## config.mk

```make
export PLATFORM = sky130hd
export DESIGN_NAME = apd_power_down
export DESIGN_NICKNAME = d
export VERILOG_FILES = /design/src/design/apd_pkg.sv /design/src/design/apd_power_down.sv /design/src/design/apd_pwr_regs.sv
export VERILOG_INCLUDE_DIRS = /design/src /design/src/design
export SDC_FILE = /design/constraint.sdc
export NUM_CORES = 1
export LEC_CHECK = 0
export ABC_CLOCK_PERIOD_IN_PS = 2200
export BUFFER_PORTS_ARGS = -buffer_cell sky130_fd_sc_hd__buf_2
export CAP_MARGIN = 25
export CORE_MARGIN = 2
export CORE_UTILIZATION = 43
export DETAILED_ROUTE_END_ITERATION = 8
export PLACE_DENSITY_LB_ADDON = 0.15
export SLEW_MARGIN = 10
export SYNTH_ARGS = -nofsm -noshare
export SYNTH_HDL_FRONTEND = slang
export SYNTH_SLANG_ARGS = --single-unit
```

## constraint.sdc

```tcl
create_clock -name sys_clk -period 2.2 [get_ports sys_clk]
set_input_delay 0.22 -clock sys_clk [delete_from_list [all_inputs] [get_ports sys_clk]]
set_output_delay 0.22 -clock sys_clk [all_outputs]
set_load 0.02 [all_outputs]
```

## src/design/apd_defines.svh

```systemverilog
// Constants for the automatic power-down control block
`ifndef APD_DEFINES_SVH
`define APD_DEFINES_SVH
`define APD_CNT_W          4
`define APD_IDLE_LIMIT     4'hf
`define APD_REG_W          8
`define APD_REG_RST        8'h00
`define APD_A_ENABLE_BIT   1
`define APD_A_TURBO_BIT    3
`define APD_A_ARRCLK_BIT   4
`define APD_A_MCCLK_BIT    5
`define APD_B_WR_BIT       2
`define APD_B_RD_BIT       3
`define APD_B_PSEN_BIT     4
`define APD_B_ALE_BIT      5
`define APD_A_USED_MASK    8'h3a
`define APD_B_USED_MASK    8'h3c
`endif

```

## src/design/apd_pkg.sv

```systemverilog
// Types shared by the automatic power-down control block
`default_nettype none
package apd_pkg;
  // MCU control strobes towards the logic array
  typedef struct packed {
    logic wr;
    logic rd;
    logic psen;
    logic ale;
  } apd_ctl_t;

  // Memory select lines
  typedef struct packed {
    logic flash_main;
    logic flash_boot;
    logic sram;
    logic io_space;
  } apd_sel_t;

  typedef enum logic [0:0] {
    APD_RUN,
    APD_DOWN
  } apd_state_t;
endpackage
`default_nettype wire

```

## src/design/apd_power_down.sv

```systemverilog
// Automatic power-down unit with signal blocking and memory deselect
//
// Notes on behaviour
// - When enabled, a four-bit idle counter starts once the strobe stops.
// - Fifteen idle external clock periods raise powerdown_signal and enter power-down.
// - Strobe pulsing again returns the block to normal operation.
// - Chip-select low or reset high also leaves power-down.
// - In power-down, MCU address/data are blocked and all memories deselected.
// - Memories go to standby; logic and port blocks keep running.
// - Power-down: MCU and logic pins hold, address out holds its last value, peripherals tri-state.
// - Blocking the external clock from logic never stops the idle counter.
// - Chip-select high disables flash, SRAM, io space, not the logic.
// - Bit 3 of register a set turns turbo off; zero means full power.
// - MCU writes registers at runtime; blocking bits gate strobes to the logic array only.
// - Toggling unblocked logic inputs keep logic awake, not the memories.
// - Memories idle while inputs are static and wake on transitions.
// - External clock pin feeds macrocells and idle counter in clock mode.
// - Battery-on indicator asserts, when routed, while main supply is below standby supply.
// - Bit 1 of register a enables the auto power-down unit.
// - Bits 4 and 5 of register a cut the clock from array and macrocells.
// - Register b bits 2 to 5 cut WR, RD, PSEN, ALE from the array.
// - Registers clear only at power-up, not on later resets.
`timescale 1ns/1ns
`default_nettype none
`include "apd_defines.svh"
module apd_power_down
#(
  parameter int ADDR_W = 16,
  parameter int DATA_W = 8,
  parameter int PERI_W = 8
)
(
  input  wire logic                  sys_clk,
  input  wire logic                  sys_rst,
  input  wire logic                  por,
  input  wire logic                  wr_a,
  input  wire logic                  wr_b,
  input  wire logic [`APD_REG_W-1:0] wdata,
  output logic      [`APD_REG_W-1:0] power_mgmt_reg_a,
  output logic      [`APD_REG_W-1:0] power_mgmt_reg_b,
  input  wire logic                  ext_logic_clock,
  input  wire logic                  ext_logic_clock_mode,
  input  wire logic                  chip_select_n,
  input  wire apd_pkg::apd_ctl_t     mcu_ctl,
  input  wire logic [ADDR_W-1:0]     mcu_addr,
  input  wire logic [DATA_W-1:0]     mcu_data,
  input  wire apd_pkg::apd_sel_t     mem_sel_req,
  input  wire logic [PERI_W-1:0]     peri_out,
  input  wire logic [PERI_W-1:0]     peri_oe_req,
  input  wire logic                  vcc_below_stby,
  input  wire logic                  battery_on_indicator_route,
  output logic                       powerdown_signal,
  output logic [ADDR_W-1:0]          mem_addr,
  output logic [DATA_W-1:0]          mem_data,
  output apd_pkg::apd_sel_t          mem_sel,
  output logic                       mem_standby,
  output apd_pkg::apd_ctl_t          array_ctl,
  output logic                       array_clk,
  output logic                       mcell_clk,
  output logic                       turbo_off,
  output logic                       logic_active,
  output logic [PERI_W-1:0]          peri_o,
  output logic [PERI_W-1:0]          peri_oe_n,
  output logic                       battery_on_indicator
);
  logic [`APD_REG_W-1:0] reg_a;
  logic [`APD_REG_W-1:0] reg_b;
  logic                  apd_en;

  apd_pwr_regs u_regs
  (
    .sys_clk (sys_clk),
    .por     (por),
    .wr_a    (wr_a),
    .wr_b    (wr_b),
    .wdata   (wdata),
    .reg_a   (reg_a),
    .reg_b   (reg_b)
  );

  assign power_mgmt_reg_a = reg_a;
  assign power_mgmt_reg_b = reg_b;
  assign apd_en = reg_a[`APD_A_ENABLE_BIT];

  // Edge history of strobe and external clock; both taken as synchronous
  logic ale_d_r;
  logic ale_d_nxt;
  logic clk_d_r;
  logic clk_d_nxt;
  logic ale_edge;
  logic clk_rise;

  always_comb
  begin
    ale_d_nxt = mcu_ctl.ale;
    clk_d_nxt = ext_logic_clock;
  end

  // Reset loads the live pins, so no false edge is seen after release
  always_ff @(posedge sys_clk)
  begin
    if (sys_rst)
    begin
      ale_d_r <= ale_d_nxt;
      clk_d_r <= clk_d_nxt;
    end
    else
    begin
      ale_d_r <= ale_d_nxt;
      clk_d_r <= clk_d_nxt;
    end
  end

  assign ale_edge = mcu_ctl.ale ^ ale_d_r;
  // Counter clock ignores the blocking bits on purpose
  assign clk_rise = ext_logic_clock_mode & ext_logic_clock & ~clk_d_r;

  // Idle counter and power-down state
  logic [`APD_CNT_W-1:0] cnt_r;
  logic [`APD_CNT_W-1:0] cnt_nxt;
  apd_pkg::apd_state_t   st_r;
  apd_pkg::apd_state_t   st_nxt;
  logic                  wake;

  // Strobe edge or chip select low wakes; reset clears the state separately
  assign wake = ale_edge | ~chip_select_n;

  // Count saturates if chip select is low at the limit; strobe activity restarts it
  always_comb
  begin
    cnt_nxt = cnt_r;
    st_nxt  = st_r;
    if (!apd_en)
    begin
      cnt_nxt = '0;
      st_nxt  = apd_pkg::APD_RUN;
    end
    else
    begin
      unique case (st_r)
        apd_pkg::APD_RUN:
        begin
          if (ale_edge)
          begin
            cnt_nxt = '0;
          end
          else if (clk_rise)
          begin
            if (cnt_r == `APD_IDLE_LIMIT - 4'h1)
            begin
              cnt_nxt = `APD_IDLE_LIMIT;
              if (chip_select_n)
              begin
                st_nxt = apd_pkg::APD_DOWN;
              end
            end
            else if (cnt_r != `APD_IDLE_LIMIT)
            begin
              cnt_nxt = cnt_r + 4'h1;
            end
          end
        end
        apd_pkg::APD_DOWN:
        begin
          if (wake)
          begin
            st_nxt  = apd_pkg::APD_RUN;
            cnt_nxt = '0;
          end
        end
      endcase
    end
  end

  // Reset high forces normal operation and a fresh count
  always_ff @(posedge sys_clk)
  begin
    if (sys_rst)
    begin
      cnt_r <= '0;
      st_r  <= apd_pkg::APD_RUN;
    end
    else
    begin
      cnt_r <= cnt_nxt;
      st_r  <= st_nxt;
    end
  end

  logic down;
  assign down = (st_r == apd_pkg::APD_DOWN);

  // Memory-side bus: held frozen while down so memories see no transitions
  logic [ADDR_W-1:0]  maddr_r;
  logic [ADDR_W-1:0]  maddr_nxt;
  logic [DATA_W-1:0]  mdata_r;
  logic [DATA_W-1:0]  mdata_nxt;
  apd_pkg::apd_sel_t  msel_r;
  apd_pkg::apd_sel_t  msel_nxt;
  logic               mstb_r;
  logic               mstb_nxt;

  always_comb
  begin
    maddr_nxt = maddr_r;
    mdata_nxt = mdata_r;
    msel_nxt  = mem_sel_req;
    if (!down)
    begin
      maddr_nxt = mcu_addr;
      mdata_nxt = mcu_data;
    end
    if (down)
    begin
      msel_nxt = '0;
    end
    if (chip_select_n)
    begin
      // Flash, SRAM and io space off; logic untouched
      msel_nxt = '0;
    end
    // Standby when down, chip select high or no memory input moves; otherwise wakes on any change
    mstb_nxt = down | chip_select_n
             | ((mcu_addr == maddr_r) & (mcu_data == mdata_r)
                & (mem_sel_req == msel_r));
  end

  // Standby starts set, as no access is pending after reset
  always_ff @(posedge sys_clk)
  begin
    if (sys_rst)
    begin
      maddr_r <= '0;
      mdata_r <= '0;
      msel_r  <= '0;
      mstb_r  <= 1'b1;
    end
    else
    begin
      maddr_r <= maddr_nxt;
      mdata_r <= mdata_nxt;
      msel_r  <= msel_nxt;
      mstb_r  <= mstb_nxt;
    end
  end

  // Logic-array side: blocking bits gate each strobe and the clock
  logic act_r;
  logic act_nxt;
  apd_pkg::apd_ctl_t ctl_blk;
  // Gated strobes of the previous cycle; a change shows one cycle late
  apd_pkg::apd_ctl_t ctl_prev_r;
  apd_pkg::apd_ctl_t ctl_prev_nxt;

  always_comb
  begin
    ctl_blk.wr   = mcu_ctl.wr   & ~reg_b[`APD_B_WR_BIT];
    ctl_blk.rd   = mcu_ctl.rd   & ~reg_b[`APD_B_RD_BIT];
    ctl_blk.psen = mcu_ctl.psen & ~reg_b[`APD_B_PSEN_BIT];
    ctl_blk.ale  = mcu_ctl.ale  & ~reg_b[`APD_B_ALE_BIT];
    ctl_prev_nxt = ctl_blk;
    // Logic stays awake on any unblocked toggle, or always in turbo
    act_nxt = ~reg_a[`APD_A_TURBO_BIT]
            | ((ctl_blk != ctl_prev_r)
               | (clk_rise & ~reg_a[`APD_A_ARRCLK_BIT]));
  end

  always_ff @(posedge sys_clk)
  begin
    if (sys_rst)
    begin
      act_r      <= 1'b1;
      ctl_prev_r <= '0;
    end
    else
    begin
      act_r      <= act_nxt;
      ctl_prev_r <= ctl_prev_nxt;
    end
  end

  // Logic keeps running in power-down; only the memory bus is frozen
  assign array_ctl    = ctl_blk;
  assign array_clk    = ext_logic_clock_mode & ext_logic_clock & ~reg_a[`APD_A_ARRCLK_BIT];
  assign mcell_clk    = ext_logic_clock_mode & ext_logic_clock & ~reg_a[`APD_A_MCCLK_BIT];
  assign turbo_off    = reg_a[`APD_A_TURBO_BIT];
  assign logic_active = act_r;

  // Peripheral pins float while down; enable is active low
  assign peri_o    = peri_out;
  assign peri_oe_n = down ? {PERI_W{1'b1}} : ~peri_oe_req;

  assign powerdown_signal     = down;
  assign mem_addr             = maddr_r;
  assign mem_data             = mdata_r;
  assign mem_sel              = msel_r;
  assign mem_standby          = mstb_r;
  assign battery_on_indicator = battery_on_indicator_route & vcc_below_stby;
endmodule
`default_nettype wire

```

## src/design/apd_pwr_regs.sv

```systemverilog
// Power-management register pair, cleared at power-up only
`timescale 1ns/1ns
`default_nettype none
`include "apd_defines.svh"
module apd_pwr_regs
(
  input  wire logic                  sys_clk,
  input  wire logic                  por,
  input  wire logic                  wr_a,
  input  wire logic                  wr_b,
  input  wire logic [`APD_REG_W-1:0] wdata,
  output logic      [`APD_REG_W-1:0] reg_a,
  output logic      [`APD_REG_W-1:0] reg_b
);
  logic [`APD_REG_W-1:0] reg_a_r;
  logic [`APD_REG_W-1:0] reg_a_nxt;
  logic [`APD_REG_W-1:0] reg_b_r;
  logic [`APD_REG_W-1:0] reg_b_nxt;

  // Unused bits are forced to zero so reads stay clean
  always_comb
  begin
    reg_a_nxt = reg_a_r;
    reg_b_nxt = reg_b_r;
    if (wr_a)
    begin
      reg_a_nxt = wdata & `APD_A_USED_MASK;
    end
    if (wr_b)
    begin
      reg_b_nxt = wdata & `APD_B_USED_MASK;
    end
  end

  // Only power-on clears; sys_rst is deliberately not seen here
  always_ff @(posedge sys_clk)
  begin
    if (por)
    begin
      reg_a_r <= `APD_REG_RST;
      reg_b_r <= `APD_REG_RST;
    end
    else
    begin
      reg_a_r <= reg_a_nxt;
      reg_b_r <= reg_b_nxt;
    end
  end

  assign reg_a = reg_a_r;
  assign reg_b = reg_b_r;
endmodule
`default_nettype wire

```

# == Yosys cells after proc, flatten, opt, wreduce, memory -nomap -nowiden ==
# Index checks and enable logic that the tools add are counted.
# op_classes
muxes,13
add_sub_neg,1
reduce_logical,3
eq_ne,9
n_bitwise,30
# ops
operator,count
4-bit 2-to-1 mux,5
16-bit equality test,1
1-bit AND,12
1-bit inverter,11
8-bit equality test,1
8-bit 2-to-1 mux,1
4-bit != test (second input constant),2
8-bit inverter,1
4-bit case mux with 2 select lines,1
1-bit 2-to-1 mux,5
1-bit OR,5
4-bit by 1-bit adder with 4-bit output (second input constant),1
4-bit equality test,1
4-bit equality test (second input constant),1
4-bit != test,1
3-bit != test (second input constant),1
3-bit AND reduction,1
3-bit OR reduction,1
2-bit by 1-bit != test with 1-bit output (second input constant),1
1-bit case mux with 2 select lines,1
2-bit OR reduction,1
1-bit bitwise XOR,1
# word_totals
output_inout_bits,71
word_cells,74
input_bits,66
regBits,49

# == Depth between registers and ports, before layout ==
# Gate-level depths: netlist of run 1.
# depth
word_depth,6
mapped_depth,6
depth_no_buf,6

# == Modules after synthesis ==
# From an unflattened synthesis of run 1, not the netlist that was laid out.
# unflattened
cells_unflattened,241
hier_area_um2,2313.5
# by_module_without_submodules
module,area_per_inst_um2,cells_per_inst,n_inst,seq_area_each_um2
apd_power_down,1965.6,205,1,820.8
apd_pwr_regs,347.8,36,1,160.2

# == Worst setup path before layout of run 1 ==
# OpenSTA, ideal clock, no wires.
# synth_path
path_kind,register -> register
start,reg cnt_r[0]
end,reg cnt_r[3]
t_required_ns,2.076
slack_ns,0.627
path_stages_with_launch,7
period_less_slack_ns,1.573
setup_ns,0.124
path_buffers,0
arrival_time_ns,1.449
path_cell_list,dfxtp_1 > inv_1 > ha_1 > nand4b_1 > a221o_2 > a41oi_1 > a211oi_1
# synth_via
elab_chain_cells,6
word_cells_on_any_way,10
cone_classes,add/sub: 1; eq/ne: 3; mux: 5; reduce/logical: 1
# synth_rtl
element,line,source
start: declaration,apd_power_down.sv:119,logic [`APD_CNT_W-1:0] cnt_r;
start signal: assignment,apd_power_down.sv:185,cnt_r <= cnt_nxt;
4-bit by 1-bit adder with 4-bit output,apd_power_down.sv:159,cnt_nxt = cnt_r + 4'h1;
4-bit 2-to-1 mux,apd_power_down.sv:157,else if (cnt_r != `APD_IDLE_LIMIT)
4-bit 2-to-1 mux,apd_power_down.sv:149,if (cnt_r == `APD_IDLE_LIMIT - 4'h1)
4-bit 2-to-1 mux,apd_power_down.sv:147,else if (clk_rise)
4-bit 2-to-1 mux,apd_power_down.sv:143,if (ale_edge)
4-bit case mux with 2 select lines,apd_power_down.sv:140,unique case (st_r)
# Several ways; a longest one is shown, not always the timed one. The select of a mux whose other input is x is not followed.
# A chain may end at the register's enable or synchronous reset.

# == Worst setup path in the final report of run 1 ==
# Ends and elaborated chain as after synthesis.

==> results.cfg, run 1 <==
[finish]
area_growth_pct = 27.1
num-nets-final = 406
drive_above_1_share_pct = 36.3
antennaDiodeCount = 0
fill_cells = 495
post-route-util_pct = 57.2

[flow_run]
maxCapViolCount = 0

[global_routing]
grt_usage_pct = 16.5
grt_max_degree = 32
grt_pass1_vias = 1774
grt_pass1_wl_mm = 7.99
grt_antenna_before_repair = 0
grt.overflow.total = 0

[hold_path]
hold_start = ext_logic_clock
min-delay-path-class = in -> reg
min_to = clk_d_r$_DFF_P_
holdPathStages = 1

[routing]
finalWirelength_mm = 4.83
wl_per_cell_um = 11.8
drt_iter0_drc = 26
dr_total_vias = 1888
drtAntennaViolNets = 0
drc_errors = 0
dr.pass1.iters = 4
via_per_inst = 4.62

[sta]
final-hold-violation-count = 0
worstMarginPinSlew_ps = 587
grt_setup_unrepaired = false
fmax_mhz = 593
period_share_pct = 76.7
fin_skew_ps = 4.05
timing.setup.tns_ps = 0
slew_viol_final = 0
slew_headroom_pct = 60.9
setup-violations-final = 0
fin_crit_ps = 1690

[synth]
ys_top_cells_by_count = dfxtp_1, nor2_1, mux2i_1
syn_area_um2 = 2310
synth.most_common_cell = dfxtp_1
synth_top_area_cell = dfxtp_1
netlist_top_cells_area = dfxtp_1, mux2i_1, xor2_1
synth_top_area_share_pct = 42.4
yosys_warnings = 0
yosysSeqAreaShare_pct = 42.4
synth_ff_type = dfxtp_1
synth_cell_types = 31
synth_edf_count = 0
syn_inst = 240
async_flop_share_pct = 0
syn_area_per_cell_um2 = 9.63
synth-seq-cells = 49

[power_and_ir_drop]
p_leak_nw = 1.42
peakVddDrop_mv = 0.342
total_power_mw = 1.96
powerDensity_nw_per_um2 = 667

[worst_setup_path]
cpPeakStageDelay_ps = 420
slowest_stage = dfxtp_1
endpoint_kind = register
r2r_start = cnt_r[0]$_SDFFE_PP0P_
worstPathMaxFanout = 6
path_class = reg -> reg
r2r_setup_slack_ps = 510
required_ps = 2390
r2r-end = cnt_r[3]$_SDFFE_PP0P_
crit_chain = inv_1, ha_1, nand4b_1, a221o_2, a41oi_1, a211oi_1
r2r_cells = 6
arrival_ps = 1870
startpoint_type = register

[cts]
cts_tree = built
htree_levels = 2
clk_pin_slew_worst_paths_ps = 90
cts_sinks = 49
cts_hold_buf = 0
clock_latency_ps = 300
clock-root-buffer = clkbuf_8
cts_buffers = 5
cts_resized = 0
post_cts_buffers = 0
clockBufferDepth = 2

[placed_design]
gp_congestion = 0.744
hpwl_mm = 3.72
io_buffers = 109

[floorplan]
ioPinCount = 137
die-area_um2 = 5980
rows = 26
initial_core_util_pct = 45.0
dieWidth_um = 77.3
core_um2 = 5140
die_h_um = 77.3

[status]
status = finished clean
-- registers in the layout, indices dropped and copies added (netlist names) --
register          count
clk_d_r               1
ctl_prev_r            4
logic_active          1
mem_standby           1
powerdown_signal      1
mem_sel               4
mem_data              8
ale_d_r               1
u_regs.reg_b          4
cnt_r                 4
mem_addr             16
u_regs.reg_a          4
-- worst max-delay path, delay by kind of cell (launching register included) --
family / cells / cell delay, ps
fa+ha+maj: 1 / 210
buf+inv: 1 / 70
simple gates: 1 / 170
compound gates: 3 / 710
flops: 1 / 420
-- area by class of cell --
type                    instances  area [um2]  share of cell area (%)
multi-input cells             169        1180                    40.2
flip-flops and latches         49         982                    33.4
repair buffers                111         561                    19.1
well taps                      70        87.6                    2.98
clock buffers                   6        82.6                    2.81
clock inverters                 2        37.5                    1.28
inverters                       2        7.51                   0.256
-- cells in the final DEF, fill, tap and decap left out, types with 2 or more instances in the layout --
cell / Yosys / routed
nor2_1: 38 / 38
nand4b_1: 2 / 2
clkbuf_8: 0 / 6
nand3_1: 4 / 4
inv_1: 2 / 2
buf_2: 3 / 109
nand2b_1: 10 / 10
a211oi_1: 2 / 2
buf_4: 17 / 2
conb_1: 1 / 8
and2_1: 5 / 5
nor4_1: 9 / 9
ha_1: 2 / 2
xor2_1: 31 / 31
dfxtp_1: 49 / 48
nor3_1: 4 / 4
mux2i_1: 34 / 34
nor2b_1: 8 / 8
-- cells by family after synthesis --
kind of cell | after synthesis | share of synthesized area, %
AND/OR/NAND/NOR | 84 | 18.6
flip-flops | 49 | 42.4
multiplexers | 34 | 14.7
XOR/XNOR | 33 | 12.8
buffers and inverters | 29 | 7.63
AO/OA/AOI/OAI | 8 | 2.49
adder cells (fa/ha/maj) | 2 | 1.08
other | 1 | 0.162
-- stage by stage --
stage	worst slack, ps	cell area, um2	hold slack, ps	std cells
2_1_floorplan	627	2340	248	247
3_3_place_gp	526	2820	350	401
3_5_place_dp	518	2820	349	401
4_1_cts	503	2940	36.0	409
5_1_grt	351	2940	43.7	409
6_report	513	2940	45.2	409
-- worst max path at each step --
stage                             to  depth (start not counted)  slack [ps]                   from
3_3_place_gp   cnt_r[3]$_SDFFE_PP0P_                          6         530  cnt_r[0]$_SDFFE_PP0P_
4_1_cts        cnt_r[3]$_SDFFE_PP0P_                          6         500  cnt_r[0]$_SDFFE_PP0P_
6_report       cnt_r[3]$_SDFFE_PP0P_                          6         510  cnt_r[0]$_SDFFE_PP0P_
3_5_place_dp   cnt_r[3]$_SDFFE_PP0P_                          6         520  cnt_r[0]$_SDFFE_PP0P_
2_1_floorplan  cnt_r[3]$_SDFFE_PP0P_                          6         630  cnt_r[0]$_SDFFE_PP0P_
5_1_grt        cnt_r[3]$_SDFFE_PP0P_                          6         350  cnt_r[0]$_SDFFE_PP0P_
-- metal layers --
metal | vias up | track usage (%) | wire length [um]
met1 | 833 | 19.7 | 2150
met2 | 78 | 27.8 | 2220
met5 | - | 0 | 0
met4 | 0 | 5.89 | 64
met3 | 9 | 5.29 | 390
li1 | 968 | - | -
-- power breakdown --
group	switching (mW)	leakage (nW)	internal [mW]
Sequential	0.0317	0.406	0.930
Clock	0.298	0.0574	0.370
Combinational	0.193	0.954	0.137
Note: power is estimated with default switching activity, not from simulation.
==> run 2, diff against run 1 <==
--- a/config.mk
+++ b/config.mk
@@ -6,7 +6,7 @@
 export SDC_FILE = /design/constraint.sdc
 export NUM_CORES = 1
 export LEC_CHECK = 0
-export ABC_CLOCK_PERIOD_IN_PS = 2200
+export ABC_CLOCK_PERIOD_IN_PS = 1650
 export BUFFER_PORTS_ARGS = -buffer_cell sky130_fd_sc_hd__buf_2
 export CAP_MARGIN = 25
 export CORE_MARGIN = 2
==> constraint.sdc (replaced) <==
create_clock -name sys_clk -period 1.65 [get_ports sys_clk]
set_input_delay 0.165 -clock sys_clk [delete_from_list [all_inputs] [get_ports sys_clk]]
set_output_delay 0.165 -clock sys_clk [all_outputs]
set_load 0.02 [all_outputs]
==> run 2 against run 1 <==
Global-route usage fell by 0.15 points. Register-to-register slack lost 430 ps. Critical path depth unchanged. Die area unchanged. Clock skew shrank 1.1 ps. Power is 27% higher. Non-clock buffer count up 3. Sequential power rose by 33%. Largest power group unchanged. Highest routed layer unchanged.
==> results.cfg, run 2 (same netlist as run 1, synthesis figures left out) <==
[routing]
drt_iter0_drc = 58
dr.pass1.iters = 3
via_per_inst = 4.62
drtAntennaViolNets = 0
finalWirelength_mm = 4.90
drc_errors = 0
dr_total_vias = 1905
wl_per_cell_um = 11.9

[sta]
grt_setup_unrepaired = false
timing.setup.tns_ps = 0
fin_crit_ps = 1570
setup-violations-final = 0
final-hold-violation-count = 0
fin_skew_ps = 2.98
slew_viol_final = 0
period_share_pct = 95.0
fmax_mhz = 638

[global_routing]
grt_usage_pct = 16.4
grt_pass1_vias = 1751
grt_max_degree = 36
grt_antenna_before_repair = 0
grt_pass1_wl_mm = 7.92
grt.overflow.total = 0

[worst_setup_path]
endpoint_kind = register
worstPathMaxFanout = 6
arrival_ps = 1750
startpoint_type = register
required_ps = 1830
path_class = reg -> reg

[cts]
cts_tree = built
htree_levels = 2
clockBufferDepth = 2
cts_sinks = 49
clock-root-buffer = clkbuf_8
clk_pin_slew_worst_paths_ps = 80
cts_buffers = 5
clock_latency_ps = 290

[floorplan]
die-area_um2 = 5980
dieWidth_um = 77.3
die_h_um = 77.3
core_um2 = 5140
ioPinCount = 137
rows = 26
initial_core_util_pct = 45.0

[power_and_ir_drop]
power_switching_mw = 0.690
p_seq_share_pct = 51.3
p_leak_nw = 1.43
peakVddDrop_mv = 0.439
switching_share_pct = 27.6
p_int_mw = 1.81
clock_power_share_pct = 30.7
powerDensity_nw_per_um2 = 840
p_comb_share_pct = 18.0
total_power_mw = 2.50

[placed_design]
gp_congestion = 0.754
io_buffers = 109
hpwl_mm = 3.67

[finish]
antennaDiodeCount = 0
final_common_cell = buf_2
largest_register_ff_count = 16
post-route-util_pct = 57.8
num-nets-final = 409
area_growth_pct = 28.6
fill_cells = 471
layout_common_cells = buf_2, dfxtp_1, nor2_1
drive_above_1_share_pct = 38.0

[hold_path]
min-delay-path-class = in -> reg

[flow_run]
maxCapViolCount = 0

[status]
status = finished clean
==> run 2: routing by layer <==
| layer | part of all wire, % | track usage, % | vias up |
|---|---|---|---|
| li1 | - | - | 972 |
| met1 | 44 | 19.3 | 853 |
| met2 | 47 | 28.3 | 72 |
| met3 | 8.0 | 5.18 | 8 |
| met4 | 1.2 | 5.00 | 0 |
| met5 | 0 | 0 | - |
==> run 2: final timing paths <==
check	startpoint	to	slack, ps	cells past startpoint
max	cnt_r[0]$_SDFFE_PP0P_	cnt_r[3]$_SDFFE_PP0P_	80	6
min	mcu_ctl[0]	ale_d_r$_DFF_P_	30	1
max reg2reg	cnt_r[0]$_SDFFE_PP0P_	cnt_r[3]$_SDFFE_PP0P_	80	6
min reg2reg	u_regs.reg_a[3]$_SDFFE_PP0P_	logic_active$_SDFF_PP1_	460	1
==> run 2: critical path, stage by stage, from the launching register on <==
cell      delay (ps)
dfxtp_2          350
inv_1             50
ha_2             180
nand4b_1         170
a221o_2          450
a41oi_2          200
a211oi_1          60
==> run 2: repair_timing <==
| item | CTS | global route |
|---|---|---|
| resized for setup | 0 | 7 |
| hold buffers | 1 | 0 |
| endpoints found under the setup margin | 0 | 11 |
| buffers inserted | 0 | 0 |
| hold endpoints to repair | 1 | 0 |
==> run 2: cell type report <==
type,count,area (um2),share of cell area (%)
inverters,2,7.51,0.253
clock inverters,1,5.00,0.168
clock buffers,7,96.3,3.24
flip-flops and latches,49,985,33.1
multi-input cells,169,1200,40.4
repair buffers,114,589,19.8
well taps,70,87.6,2.95
==> run 2: through the flow <==
stage	instance area (um2)	hold WS [ps]	setup slack (ps)	cells
after CTS	2940	21.4	5.51	412
after floorplan	2340	193	77.0	247
after global placement	2830	291	43.4	403
after global routing	2970	17.8	1.54	412
after detailed placement	2830	296	28.9	403
final	2970	30.4	82.6	412
==> run 2: power by group through the flow <==
| stage | sequential (mW) | clock (mW) | combinational, mW |
|---|---|---|---|
| 6_report | 1.28 | 0.766 | 0.450 |
| 5_1_grt | 1.29 | 0.827 | 0.495 |
| 4_1_cts | 1.28 | 0.794 | 0.454 |
| 3_5_place_dp | 1.31 | 0 | 0.450 |
| 3_3_place_gp | 1.31 | 0 | 0.447 |
| 2_1_floorplan | 1.37 | 0 | 0.255 |
